[config.mk]
export PLATFORM = sky130hd
export DESIGN_NAME = rtc_timekeeping_control
export DESIGN_NICKNAME = d
export VERILOG_FILES = /design/src/common/rtc_pkg.sv /design/src/rtc_rate_divider.sv /design/src/rtc_time_step.sv /design/src/rtc_timekeeping_control.sv
export SDC_FILE = /design/constraint.sdc
export NUM_CORES = 1
export LEC_CHECK = 0
export ABC_AREA = 1
export BUFFER_PORTS_ARGS = -buffer_cell sky130_fd_sc_hd__buf_2
export CAP_MARGIN = 15
export CORE_MARGIN = 5
export CORE_UTILIZATION = 65
export CTS_CLUSTER_DIAMETER = 40
export CTS_CLUSTER_SIZE = 10
export DETAILED_ROUTE_END_ITERATION = 10
export PLACE_DENSITY_LB_ADDON = 0.3
export SYNTH_ARGS = -nofsm -noshare
export SYNTH_HDL_FRONTEND = slang
export SYNTH_SLANG_ARGS = --single-unit
[constraint.sdc]
create_clock -name ref_clk -period 18.2 [get_ports ref_clk]
set_input_delay 2.73 -clock ref_clk [delete_from_list [all_inputs] [get_ports ref_clk]]
set_output_delay 2.73 -clock ref_clk [all_outputs]
set_load 0.02 [all_outputs]
[src/common/rtc_pkg.sv]
// shared constants and types of the timekeeping core
package rtc_pkg;
  // ------------------------------------------------------------
  // register offsets
  // ------------------------------------------------------------
  localparam logic [6:0] ADDR_TIME_SECONDS            = 7'h00;
  localparam logic [6:0] ADDR_ALARM_SECONDS           = 7'h01;
  localparam logic [6:0] ADDR_TIME_MINUTES            = 7'h02;
  localparam logic [6:0] ADDR_ALARM_MINUTES           = 7'h03;
  localparam logic [6:0] ADDR_TIME_HOURS              = 7'h04;
  localparam logic [6:0] ADDR_ALARM_HOURS             = 7'h05;
  localparam logic [6:0] ADDR_WEEKDAY_COUNT           = 7'h06;
  localparam logic [6:0] ADDR_MONTH_DAY_COUNT         = 7'h07;
  localparam logic [6:0] ADDR_MONTH_COUNT             = 7'h08;
  localparam logic [6:0] ADDR_YEAR_COUNT              = 7'h09;
  localparam logic [6:0] ADDR_RATE_OSCILLATOR_CONTROL = 7'h0A;
  localparam logic [6:0] ADDR_MODE_ENABLE_CONTROL     = 7'h0B;
  localparam logic [6:0] ADDR_INTERRUPT_FLAG_STATUS   = 7'h0C;
  localparam logic [6:0] ADDR_BACKUP_VALID_STATUS     = 7'h0D;

  // ------------------------------------------------------------
  // fields and fixed read values
  // ------------------------------------------------------------
  localparam logic [2:0] OSC_RUN           = 3'h2;
  localparam logic [1:0] OSC_CHAIN_HOLD    = 2'h3;
  localparam logic [1:0] ALARM_ANY         = 2'h3;
  localparam logic [3:0] RS_NONE           = 4'h0;
  localparam logic [3:0] RS_256HZ          = 4'h1;
  localparam logic [3:0] RS_128HZ          = 4'h2;
  localparam logic [3:0] TAP_256HZ         = 4'h6;
  localparam logic [3:0] TAP_128HZ         = 4'h7;
  localparam logic [3:0] TAP_RS_OFFSET     = 4'h2;
  localparam logic [7:0] BACKUP_VALID_READ = 8'h80;
  localparam logic [7:0] UNMAPPED_READ     = 8'h00;
  localparam logic [7:0] SECONDS_WR_MASK   = 8'h7F;

  // ------------------------------------------------------------
  // timing
  // ------------------------------------------------------------
  localparam int CHAIN_W            = 15;
  localparam int OSC_HZ             = 32768;
  localparam int UIP_LEAD_US        = 244;
  localparam int UIP_LEAD_TICKS     = (UIP_LEAD_US * OSC_HZ + 999999) / 1000000;
  localparam int FIRST_UPDATE_MS    = 500;
  localparam int FIRST_UPDATE_TICKS = FIRST_UPDATE_MS * OSC_HZ / 1000;
  localparam logic [CHAIN_W-1:0] UPDATE_COUNT    = CHAIN_W'(FIRST_UPDATE_TICKS);
  localparam logic [CHAIN_W-1:0] UIP_START_COUNT =
    CHAIN_W'(FIRST_UPDATE_TICKS - UIP_LEAD_TICKS);

  // ------------------------------------------------------------
  // calendar limits
  // ------------------------------------------------------------
  localparam logic [7:0] TEN             = 8'h0A;
  localparam logic [7:0] SEC_MAX         = 8'h3B;
  localparam logic [7:0] HOUR_MAX        = 8'h17;
  localparam logic [7:0] HOURS_HALF      = 8'h0C;
  localparam logic [7:0] WDAY_MAX        = 8'h07;
  localparam logic [7:0] WDAY_SUNDAY     = 8'h01;
  localparam logic [7:0] MONTH_MAX       = 8'h0C;
  localparam logic [7:0] YEAR_MAX        = 8'h63;
  localparam logic [7:0] MONTH_FEBRUARY  = 8'h02;
  localparam logic [7:0] MONTH_APRIL     = 8'h04;
  localparam logic [7:0] MONTH_OCTOBER   = 8'h0A;
  localparam logic [7:0] FIRST_WEEK_END  = 8'h07;
  localparam logic [7:0] LAST_WEEK_START = 8'h19;
  localparam logic [7:0] DST_PASS_HOUR   = 8'h02;
  localparam logic [7:0] DST_SPRING_HOUR = 8'h03;
  localparam logic [7:0] DST_FALL_HOUR   = 8'h01;

  // ------------------------------------------------------------
  // types
  // ------------------------------------------------------------
  typedef struct packed {
    logic [7:0] year;
    logic [7:0] month;
    logic [7:0] mday;
    logic [7:0] wday;
    logic [7:0] hour;
    logic [7:0] min;
    logic [7:0] sec;
  } time_t;

  typedef struct packed {
    logic holdUpdates;
    logic periodicIrqEn;
    logic alarmIrqEn;
    logic updateEndIrqEn;
    logic squareOutEn;
    logic binaryFormatSel;
    logic hour24Sel;
    logic summerTimeEn;
  } ctl_t;

  typedef struct packed {
    logic springDay;
    logic fallDay;
    logic fallDone;
  } dst_t;
endpackage

[src/rtc_rate_divider.sv]
// count-up divider chain, rate tap selection and update timing
`timescale 1ns/1ns
module rtc_rate_divider (
  // clock and reset
  input  wire logic       ref_clk,
  input  wire logic       reset_n,
  // time base and control
  input  wire logic       oscTick,
  input  wire logic       chainRun,
  input  wire logic [3:0] rateSel,
  // events and levels
  output logic            periodicEvent,
  output logic            updateEvent,
  output logic            uipWindow,
  output logic            tapLevel
);
  typedef struct packed {
    logic [rtc_pkg::CHAIN_W-1:0] count;
    logic                        tapPrev;
  } div_state_t;

  div_state_t st;
  div_state_t next_st;

  function automatic logic tapOf(input logic [3:0] rs,
                                 input logic [rtc_pkg::CHAIN_W-1:0] c);
    case (rs)
      rtc_pkg::RS_NONE:  return 1'b0;
      rtc_pkg::RS_256HZ: return c[rtc_pkg::TAP_256HZ];
      rtc_pkg::RS_128HZ: return c[rtc_pkg::TAP_128HZ];
      default:           return c[4'(rs - rtc_pkg::TAP_RS_OFFSET)];
    endcase
  endfunction

  // ------------------------------------------------------------
  // chain
  // ------------------------------------------------------------
  always_comb begin
    next_st       = st;
    // stale count must not leak a tap level once the chain stops
    tapLevel      = chainRun && tapOf(rateSel, st.count);
    periodicEvent = chainRun && tapLevel && !st.tapPrev;
    updateEvent   = chainRun && oscTick && (st.count == rtc_pkg::UPDATE_COUNT - 1'b1);
    // update blocked for lead ticks after window opens
    uipWindow     = chainRun && (st.count >= rtc_pkg::UIP_START_COUNT)
                    && (st.count < rtc_pkg::UPDATE_COUNT);
    next_st.tapPrev = tapLevel;
    // chain held at zero unless running
    if (!chainRun) begin
      next_st.count = '0;
    // first update half a chain period after start
    end else if (oscTick) begin
      next_st.count = st.count + 1'b1;
    end
  end

  always_ff @(posedge ref_clk or negedge reset_n) begin
    if (!reset_n) begin
      st <= '0;
    end else begin
      st <= next_st;
    end
  end
endmodule

[src/rtc_time_step.sv]
// one-second advance of the time and calendar bytes
`timescale 1ns/1ns
module rtc_time_step (
  // current state and mode
  input  rtc_pkg::time_t now,
  input  rtc_pkg::dst_t  dstIn,
  input  wire logic      binaryMode,
  input  wire logic      hour24,
  input  wire logic      summerEn,
  // advanced state
  output rtc_pkg::time_t advanced,
  output rtc_pkg::dst_t  dstOut
);
  logic [7:0] s;
  logic [7:0] m;
  logic [7:0] h;
  logic [7:0] v;
  logic [7:0] wd;
  logic [7:0] d;
  logic [7:0] mo;
  logic [7:0] y;

  function automatic logic [7:0] toBin(input logic [7:0] b, input logic bin);
    return bin ? b : ({4'h0, b[7:4]} * rtc_pkg::TEN + {4'h0, b[3:0]});
  endfunction

  function automatic logic [7:0] fromBin(input logic [7:0] b, input logic bin);
    logic [7:0] tens;
    logic [7:0] ones;
    tens = b / rtc_pkg::TEN;
    ones = b % rtc_pkg::TEN;
    return bin ? b : {tens[3:0], ones[3:0]};
  endfunction

  function automatic logic [7:0] daysIn(input logic [7:0] mon, input logic [7:0] yr);
    case (mon)
      rtc_pkg::MONTH_FEBRUARY: return (yr[1:0] == 2'h0) ? 8'h1D : 8'h1C;
      8'h04, 8'h06, 8'h09, 8'h0B: return 8'h1E;
      default: return 8'h1F;
    endcase
  endfunction

  // ------------------------------------------------------------
  // advance
  // ------------------------------------------------------------
  always_comb begin
    s  = toBin(now.sec, binaryMode) + 8'h01;
    m  = toBin(now.min, binaryMode);
    wd = now.wday;
    d  = toBin(now.mday, binaryMode);
    mo = toBin(now.month, binaryMode);
    y  = toBin(now.year, binaryMode);
    v  = toBin({1'b0, now.hour[6:0]}, binaryMode);
    // 12-hour form folded to 0..23 for counting
    if (hour24) begin
      h = toBin(now.hour, binaryMode);
    end else begin
      h = ((v == rtc_pkg::HOURS_HALF) ? 8'h00 : v) + (now.hour[7] ? rtc_pkg::HOURS_HALF : 8'h00);
    end
    dstOut = dstIn;
    if (s > rtc_pkg::SEC_MAX) begin
      s = 8'h00;
      m = m + 8'h01;
    end
    if (m > rtc_pkg::SEC_MAX) begin
      m = 8'h00;
      h = h + 8'h01;
    end
    if (h > rtc_pkg::HOUR_MAX) begin
      h  = 8'h00;
      wd = (wd >= rtc_pkg::WDAY_MAX) ? rtc_pkg::WDAY_SUNDAY : wd + 8'h01;
      d  = d + 8'h01;
      if (d > daysIn(mo, y)) begin
        d  = 8'h01;
        mo = mo + 8'h01;
      end
      if (mo > rtc_pkg::MONTH_MAX) begin
        mo = 8'h01;
        y  = (y >= rtc_pkg::YEAR_MAX) ? 8'h00 : y + 8'h01;
      end
      dstOut.springDay = summerEn && wd == rtc_pkg::WDAY_SUNDAY
                         && mo == rtc_pkg::MONTH_APRIL && d <= rtc_pkg::FIRST_WEEK_END;
      dstOut.fallDay   = summerEn && wd == rtc_pkg::WDAY_SUNDAY
                         && mo == rtc_pkg::MONTH_OCTOBER && d >= rtc_pkg::LAST_WEEK_START;
      dstOut.fallDone  = 1'b0;
    end
    if (h == rtc_pkg::DST_PASS_HOUR && m == 8'h00 && s == 8'h00) begin
      if (dstIn.springDay) begin
        h = rtc_pkg::DST_SPRING_HOUR;
      end else if (dstIn.fallDay && !dstIn.fallDone) begin
        h = rtc_pkg::DST_FALL_HOUR;
        dstOut.fallDone = 1'b1;
      end
    end
    advanced.sec   = fromBin(s, binaryMode);
    advanced.min   = fromBin(m, binaryMode);
    advanced.wday  = wd;
    advanced.mday  = fromBin(d, binaryMode);
    advanced.month = fromBin(mo, binaryMode);
    advanced.year  = fromBin(y, binaryMode);
    v = h % rtc_pkg::HOURS_HALF;
    v = (v == 8'h00) ? rtc_pkg::HOURS_HALF : v;
    v = fromBin(v, binaryMode);
    advanced.hour  = hour24 ? fromBin(h, binaryMode)
                            : {(h >= rtc_pkg::HOURS_HALF), v[6:0]};
  end
endmodule

[src/rtc_timekeeping_control.sv]
// timekeeping control core: registers, flags, update and rate logic
//
// Function
// - no update within 244 us of UPDATE_PENDING low
// - UPDATE_PENDING read-only, kept through reset
// - hold bit blocks updates, clears UPDATE_PENDING
// - oscillator field: 010 run, 11x hold
// - first update 500 ms after start
// - rate selects tap for square and periodic
// - rate bits read/write, kept through reset
// - time advances once per second unheld
// - periodic flag sets regardless of enable
// - alarm flag on match, 11 matches all
// - update-ended enable cleared by reset/hold
// - square pin follows rate or low
// - data-mode bit picks binary or BCD
// - hour-format bit picks 24 or 12
// - April first Sunday skips 2 AM hour
// - October last Sunday repeats hour once
// - Sunday tests done at midnight, gated
// - binary count ranges of each byte
// - control registers accessible any time
// - summary bit and pin on flag&enable
// - flag read clears, late events kept
// - weekday 1..7, 1 is Sunday
// - update-ended flag set every update
`timescale 1ns/1ns
module rtc_timekeeping_control (
  // clock and reset
  input  wire logic       ref_clk,
  input  wire logic       reset_n,
  // 32.768 kHz time base pin
  input  wire logic       oscIn,
  // host register port
  input  wire logic [6:0] hostAddr,
  input  wire logic       hostWrite,
  input  wire logic       hostRead,
  input  wire logic [7:0] hostWrData,
  output logic      [7:0] hostRdData,
  // device pins
  output logic            irqN,
  output logic            squareOutPin,
  output logic            oscEnable
);
  typedef struct packed {
    logic [2:0]     oscSync;
    logic           oscLevel;
    rtc_pkg::time_t clock;
    logic [7:0]     alarmSec;
    logic [7:0]     alarmMin;
    logic [7:0]     alarmHour;
    logic           updatePending;
    logic [2:0]     oscCtl;
    logic [3:0]     rateSel;
    rtc_pkg::ctl_t  ctl;
    logic           periodicFlag;
    logic           alarmFlag;
    logic           updateEndFlag;
    logic           requestSummaryFlag;
    rtc_pkg::dst_t  dst;
    logic           squareOut;
    logic [7:0]     rdData;
  } core_state_t;

  core_state_t    st;
  core_state_t    next_st;
  rtc_pkg::time_t advanced;
  rtc_pkg::dst_t  dstAdvanced;
  logic           oscTick;
  logic           chainRun;
  logic           periodicEvent;
  logic           updateEvent;
  logic           uipWindow;
  logic           tapLevel;
  logic           doUpdate;
  logic           alarmHit;
  logic           readFlags;

  // ------------------------------------------------------------
  // helpers
  // ------------------------------------------------------------
  function automatic logic alarmMatch(input logic [7:0] a, input logic [7:0] t);
    return (a[7:6] == rtc_pkg::ALARM_ANY) || (a == t);
  endfunction

  function automatic logic [7:0] readReg(input core_state_t s, input logic [6:0] a);
    case (a)
      rtc_pkg::ADDR_TIME_SECONDS:            return s.clock.sec;
      rtc_pkg::ADDR_ALARM_SECONDS:           return s.alarmSec;
      rtc_pkg::ADDR_TIME_MINUTES:            return s.clock.min;
      rtc_pkg::ADDR_ALARM_MINUTES:           return s.alarmMin;
      rtc_pkg::ADDR_TIME_HOURS:              return s.clock.hour;
      rtc_pkg::ADDR_ALARM_HOURS:             return s.alarmHour;
      rtc_pkg::ADDR_WEEKDAY_COUNT:           return s.clock.wday;
      rtc_pkg::ADDR_MONTH_DAY_COUNT:         return s.clock.mday;
      rtc_pkg::ADDR_MONTH_COUNT:             return s.clock.month;
      rtc_pkg::ADDR_YEAR_COUNT:              return s.clock.year;
      rtc_pkg::ADDR_RATE_OSCILLATOR_CONTROL: return {s.updatePending, s.oscCtl, s.rateSel};
      rtc_pkg::ADDR_MODE_ENABLE_CONTROL:     return s.ctl;
      rtc_pkg::ADDR_INTERRUPT_FLAG_STATUS:
        return {s.requestSummaryFlag, s.periodicFlag, s.alarmFlag, s.updateEndFlag, 4'h0};
      rtc_pkg::ADDR_BACKUP_VALID_STATUS:     return rtc_pkg::BACKUP_VALID_READ;
      default:                               return rtc_pkg::UNMAPPED_READ;
    endcase
  endfunction

  // ------------------------------------------------------------
  // submodules
  // ------------------------------------------------------------
  rtc_rate_divider divider (
    .ref_clk       (ref_clk),
    .reset_n       (reset_n),
    .oscTick       (oscTick),
    .chainRun      (chainRun),
    .rateSel       (st.rateSel),
    .periodicEvent (periodicEvent),
    .updateEvent   (updateEvent),
    .uipWindow     (uipWindow),
    .tapLevel      (tapLevel)
  );

  rtc_time_step stepper (
    .now        (st.clock),
    .dstIn      (st.dst),
    .binaryMode (st.ctl.binaryFormatSel),
    .hour24     (st.ctl.hour24Sel),
    .summerEn   (st.ctl.summerTimeEn),
    .advanced   (advanced),
    .dstOut     (dstAdvanced)
  );

  // ------------------------------------------------------------
  // oscillator control and time base
  // ------------------------------------------------------------
  // only 010 counts, 11x runs oscillator but holds chain
  assign chainRun  = (st.oscCtl == rtc_pkg::OSC_RUN);
  assign oscEnable = chainRun || (st.oscCtl[2:1] == rtc_pkg::OSC_CHAIN_HOLD);
  // rising pin edge accepted once stages two and three agree
  assign oscTick   = oscEnable && (st.oscSync[1] == st.oscSync[2])
                     && st.oscSync[2] && !st.oscLevel;

  // updates only while hold bit low
  assign doUpdate  = updateEvent && !st.ctl.holdUpdates;
  // don't-care alarm bytes match any time
  assign alarmHit  = alarmMatch(st.alarmSec, advanced.sec)
                     && alarmMatch(st.alarmMin, advanced.min)
                     && alarmMatch(st.alarmHour, advanced.hour);
  assign readFlags = hostRead && (hostAddr == rtc_pkg::ADDR_INTERRUPT_FLAG_STATUS);

  // ------------------------------------------------------------
  // next state
  // ------------------------------------------------------------
  always_comb begin
    next_st = st;
    next_st.oscSync = {st.oscSync[1:0], oscIn};
    if (st.oscSync[1] == st.oscSync[2]) begin
      next_st.oscLevel = st.oscSync[2];
    end
    if (doUpdate) begin
      next_st.clock = advanced;
      next_st.dst   = dstAdvanced;
    end
    if (hostRead) begin
      next_st.rdData = readReg(st, hostAddr);
    end
    // writes taken in any cycle, after the update
    if (hostWrite) begin
      case (hostAddr)
        rtc_pkg::ADDR_TIME_SECONDS:    next_st.clock.sec = hostWrData & rtc_pkg::SECONDS_WR_MASK;
        rtc_pkg::ADDR_ALARM_SECONDS:   next_st.alarmSec = hostWrData;
        rtc_pkg::ADDR_TIME_MINUTES:    next_st.clock.min = hostWrData;
        rtc_pkg::ADDR_ALARM_MINUTES:   next_st.alarmMin = hostWrData;
        rtc_pkg::ADDR_TIME_HOURS:      next_st.clock.hour = hostWrData;
        rtc_pkg::ADDR_ALARM_HOURS:     next_st.alarmHour = hostWrData;
        rtc_pkg::ADDR_WEEKDAY_COUNT:   next_st.clock.wday = hostWrData;
        rtc_pkg::ADDR_MONTH_DAY_COUNT: next_st.clock.mday = hostWrData;
        rtc_pkg::ADDR_MONTH_COUNT:     next_st.clock.month = hostWrData;
        rtc_pkg::ADDR_YEAR_COUNT:      next_st.clock.year = hostWrData;
        rtc_pkg::ADDR_RATE_OSCILLATOR_CONTROL: begin
          next_st.oscCtl  = hostWrData[6:4];
          next_st.rateSel = hostWrData[3:0];
        end
        // mode bits change only by host write
        rtc_pkg::ADDR_MODE_ENABLE_CONTROL: begin
          next_st.ctl = hostWrData;
          if (hostWrData[7] && !st.ctl.holdUpdates) begin
            next_st.ctl.updateEndIrqEn = 1'b0;
          end
        end
        default: ;
      endcase
    end
    // UPDATE_PENDING high through the lead window only
    next_st.updatePending = uipWindow && !updateEvent && !next_st.ctl.holdUpdates;
    // read clears, events of the same cycle survive
    // periodic flag regardless of its enable
    next_st.periodicFlag  = (st.periodicFlag && !readFlags) || periodicEvent;
    next_st.alarmFlag     = (st.alarmFlag && !readFlags) || (doUpdate && alarmHit);
    // every update sets the update-ended flag
    next_st.updateEndFlag = (st.updateEndFlag && !readFlags) || doUpdate;
    // summary bit from flag and enable pairs
    next_st.requestSummaryFlag =
      (next_st.periodicFlag && next_st.ctl.periodicIrqEn)
      || (next_st.alarmFlag && next_st.ctl.alarmIrqEn)
      || (next_st.updateEndFlag && next_st.ctl.updateEndIrqEn);
    // square pin at tap rate or held low
    next_st.squareOut = next_st.ctl.squareOutEn && tapLevel;
  end

  // ------------------------------------------------------------
  // state register
  // ------------------------------------------------------------
  always_ff @(posedge ref_clk or negedge reset_n) begin
    if (!reset_n) begin
      // UPDATE_PENDING, rate, hold and mode bits left alone
      st.oscSync                <= '0;
      st.oscLevel               <= 1'b0;
      st.ctl.periodicIrqEn      <= 1'b0;
      st.ctl.alarmIrqEn         <= 1'b0;
      st.ctl.updateEndIrqEn     <= 1'b0;
      st.ctl.squareOutEn        <= 1'b0;
      st.periodicFlag           <= 1'b0;
      st.alarmFlag              <= 1'b0;
      st.updateEndFlag          <= 1'b0;
      st.requestSummaryFlag     <= 1'b0;
      st.squareOut              <= 1'b0;
      st.rdData                 <= '0;
    end else begin
      st <= next_st;
    end
  end

  assign hostRdData   = st.rdData;
  assign irqN         = !st.requestSummaryFlag;
  assign squareOutPin = st.squareOut;
endmodule

== Word level (Yosys, flattened, before mapping) ==
Index checks and enable logic that the tools add are counted.
Cells by class
  add/sub/neg operators: 17
  multiply operators: 7
  divide/modulo/power cells: 15
  order comparisons: 13
  eq/ne operators: 36
  multiplexer cells: 68
  reductions and logical operators: 64
Operator list (number)
  two-way mux 8 bit: 51
  one-hot mux 8 bit (14 select lines): 1
  two-way mux 80 bit: 1
  remainder unit 8 x 4 -> 8 bit (second input constant): 8
  adder 8 x 1 -> 8 bit (second input constant): 7
  divider 8 x 4 -> 8 bit (second input constant): 7
  two-way mux 56 bit: 1
  adder 8 x 4 -> 8 bit: 6
  equality test 7 x 4 -> 1 bit (second input constant): 6
  multiplier 4 x 3 -> 7 bit (second input constant): 6
  logical AND 1 bit: 33
  equality test 8 x 4 -> 1 bit (second input constant): 4
  two-way mux 15 bit: 2
  equality test 7 x 3 -> 1 bit (second input constant): 4
  equality test 8 x 3 -> 1 bit (second input constant): 3
  equality test 8 bit: 3
  logical NOT 8 bit: 3
  AND reduction 3 bit: 6
  equality test 8 x 2 -> 1 bit (second input constant): 2
  greater-than comparator 8 x 6 -> 1 bit (second input constant): 2
  one-hot mux 8 bit (2 select lines): 1
  adder 15 x 1 -> 15 bit (second input constant): 1
  equality test 15 x 14 -> 1 bit (second input constant): 1
  greater-or-equal comparator 15 x 14 -> 1 bit (second input constant): 1
  35 further kinds: 60
Word-level totals
  register bits after elaboration: 132
  input port bits: 20
  output and inout port bits: 11

== Depth between registers and ports, before layout ==
  depth in word-level cells: 29
  mapped depth: 61
  mapped depth without buffers: 61

== By module ==
Synthesis repeated with hierarchy kept, for this count alone.
Unflattened totals
  cell total of the unflattened synthesis: 2162
  area total of the unflattened synthesis: 14366.3 sq um
Modules (own cells, without submodules)
  rtc_time_step: times used 1, cells each 1255, area an instance 6942.9 sq um, seq. area each 0.0 sq um
  rtc_timekeeping_control: times used 1, cells each 743, area an instance 6277.3 sq um, seq. area each 3378.2 sq um
  rtc_rate_divider: times used 1, cells each 164, area an instance 1146.1 sq um, seq. area each 400.4 sq um

== Worst setup path after synthesis ==
Ideal clock, no wire load.
  path type: register to register
  start: reg st[78] (netlist name)
  end: reg st[12] (netlist name)
  arrival time: 6554 ps
  required time: 18079 ps
  slack: 11525 ps
  stages on the path, launching flop included: 53
  buffers on the path: 0
  clock period less this slack: 6675 ps
  cell sequence: edfxtp_1 > ha_1 > ha_1 > nand3_1 > nand3_1 > nand4_1 > o21ai_0 > nand4_1 > nand2_1 > inv_1 > ha_1 > inv_1 > fa_1 > nand2_1 > o21ai_0 > nor2_1 > nand2_1 > nor2_1 > [... 17 more ...] > nand4_1 > nand4_1 > nand2_1 > inv_1 > ha_1 > xor2_1 > nand2_1 > o211ai_1 > nand2_1 > nand2_1 > nand2_1 > nand2_1 > nand3_1 > nand2_1 > nand2_1 > nand2_1 > nand2_1 > nand2_1
RTL lines
  start: declaration: line rtc_timekeeping_control.sv:65  | core_state_t st;
  start signal: assignment: line rtc_timekeeping_control.sv:229  | st <= next_st;

==> metrics.cfg <==
[cells_and_area]
multi_input_comb_area_um2=8370
num-nets-final=2086
fillers=1763
final_core_utilization=0.694
post_route_cells_drive_above_1_share=0.0854
synthToLayoutAreaGrowth_pct=6.13
layout.cell_area.non_filler_um2=14500
final-instance-count-excl-fill=2266
register_cell_area_after_layout_um2=3780

[pwr]
cellLeakagePower_nw=6.85
power-per-cell-area_nw_per_um2=77.8
ir_drop_mv=0.0875
total_power_mw=1.12

[timing]
layout_worst_path_cycle_share=0.450
skew_ps=9.32
grt_setup_unrepaired=no
timing_worst_slew_pin_value_ps=1000
drv_slew=0
slew_headroom=0.331
setup_ws_ps=10010
hold-worst-slack_ps=353
final-hold-violation-count=0
max_clock_freq_mhz=122
period_minus_slack_ps=8190
tns_ps=0
setup_violating_endpoint_count_in_the_final_report=0

[min_path]
path_type_of_the_worst_min_delay_path=register to register
worstHoldStart=next_st[114]$_DFF_PN0_

[die]
die_h_um=155
initial_core_util=0.654
ios=31
die_area_um2=24000
fp.coreArea_um2=20800
fp-row-count=53
chip_width_um=155

[synthesis]
synth_area_leader_cell=edfxtp_1
post_synth_main_area_contributors=edfxtp_1 21%, nand2_1 13%, inv_1 8.2%, ha_1 7.1%, dfrtp_1 6.8%
synth_seq_area_share=0.277
ys_top_cells_by_count=464 x nand2_1, 298 x inv_1, 160 x nor2_1, 146 x nand3_1, 125 x o21ai_0
synth-edff-count=95
post_synth_num_cell_types=68
avg_inst_size_synth_um2=6.89
dominantRegCellSynth=edfxtp_1
postSynthNetCount=2086
yosysWarningCount=0
synth_top_area_frac=0.209
yosys.cell_count.top_type=nand2_1
synthesis.area_um2=13600
synth-async-reset-ratio=0.280
syn_inst=1977
postSynthRegisterBits=132

[critical_path]
timing.critical_path.depth=53
critical_path.max_fanout=32
crit_path_top_delay_cell=edfxtp_1
worstPathBufferInverterCount=5
register_to_register_setup_slack_ps=10010
cp-start-kind=register
timing.critical_path.from=st[78]$_DFFE_PP_
path_common_cell=nand2_1
cp_data_arrival_time_ps=8560
required_arrival_time_at_the_worst_endpoint_ps=18560
timing_worst_setup_path_type=register to register
worst_path_dominant_cell_family=simple AND/OR/NAND/NOR gates
critPathCaptureType=register
critical-path-max-stage-delay_ps=540
r2r-end=st[12]$_DFF_PN0_
reg2regPathDepth=53
r2r-start=st[78]$_DFFE_PP_
worst_setup_path_endpoint=st[12]$_DFF_PN0_

[place]
finalWeightedCongestion=0.991
dp_hpwl_um=28000
port_buffers=30
post-place-cells=2233
place_ws_ps=10160
placed_area_um2=13900

[grt]
grt_use_total=0.313
grt_antenna_before_repair=0
grt-ovfl-total=0
vias_in_the_first_global_route=12800
grt_first_pass_wirelength_um=61600
grt_start_max_net_pins=78

[cts]
cts-hold-fix-buffers=0
cts.repair_timing.setup_buffer_count=0
cts_tree=yes
ctsHtreeMaxLevel=4
max-clock-path-buffers=2
cts_sinks=132
worst_setup_hold_path_clk_slew_ps=60
numCtsBuffers=17
clock_insertion_delay_worst_skew_ps=430
cts_resized=0
clockRootBuffer=clkbuf_16

[drt]
detail_route.iter0.violations=1524
drt_drc_violations_left=0
average_via_count_per_standard_cell=6.01
routed-via-count=13600
routed_wl_um=37900
routed_wire_length_per_instance_um=16.7
dr.pass1.iters=8
final_antenna_net_count=0

[flow_run]
maxcap_violations=0

[status]
run_status=finished, final reports clean

==> power breakdown <==
part / total [mW] / switching (mW) / internal (mW)
combinational: 0.425 / 0.281 / 0.143
sequential: 0.350 / 0.0142 / 0.336
clock: 0.350 / 0.128 / 0.221
total: 1.12 / 0.424 / 0.700
==> logic make-up (layout without fill, tap and decap cells) <==
group,count (synthesis),after routing,share of synthesized area
other cells,1,2,0.000275
mux,4,4,0.00331
fa+ha+maj,90,90,0.0891
xor+xnor,78,78,0.0513
simple gates,919,919,0.300
buf+inv,367,380,0.108
compound gates,386,386,0.170
flops,132,132,0.277
==> routing by layer <==
layer | share of wire | routed length, um | GRT usage | up-vias
met5 | 0 | 0 | 0 | -
met4 | 0.048 | 1840 | 0.149 | 0
met3 | 0.087 | 3280 | 0.0462 | 160
met2 | 0.47 | 17900 | 0.530 | 693
met1 | 0.39 | 14900 | 0.395 | 6193
li1 | - | - | - | 6571
==> how the worst min path moves through the flow <==
stage / end / slack (ps) / depth (start not counted)
finish: next_st[115]$_DFF_PN0_ / 350 / 0
global placement: next_st[115]$_DFF_PN0_ / 340 / 0
global route: next_st[115]$_DFF_PN0_ / 370 / 0
CTS: next_st[115]$_DFF_PN0_ / 350 / 0
detailed placement: next_st[115]$_DFF_PN0_ / 340 / 0
floorplan: next_st[115]$_DFF_PN0_ / 330 / 0
==> final cells by class <==
type                       count  area share
antenna                        1    0.000173
tap                          275      0.0238
clock buffer                  22      0.0321
timing repair buffer          35      0.0132
sequential                   132       0.261
inverter                     313      0.0815
multi-input combinational   1478       0.579
clock inverter                10     0.00900
==> flip-flops by register name, summed over array words and instances (netlist names) <==
register,cells
divider.st,16
hostRdData,8
next_st,2
squareOutPin,1
st,105
==> worst reg2reg max path, delay by kind of cell (launching register included) <==
kind,cells,cell delay [ps]
XOR/XNOR,1,100
AO/OA/AOI/OAI,2,560
adder cells (fa/ha/maj),7,1960
AND/OR/NAND/NOR,38,4630
buffers and inverters,5,360
flip-flops,1,540
==> cells in the final DEF, fill, tap and decap left out, drive strengths merged, types with 9 or more instances in the layout <==
cell type  Yosys  final
edfxtp        95     95
fa            12     12
xor2          49     49
inv          309    310
nor3          33     33
a221oi        16     16
clkinv         4      9
nor2         172    172
dfrtp         37     37
o211ai        15     15
nand4         29     29
clkbuf        26     22
nand3        154    154
xnor2         29     29
ha            77     77
a21oi        124    124
buf           28     35
a22oi         35     35
nand2        504    504
or2           15     15
o22ai         12     12
o21ai        140    140
Note: power is estimated with default switching activity, not from simulation.
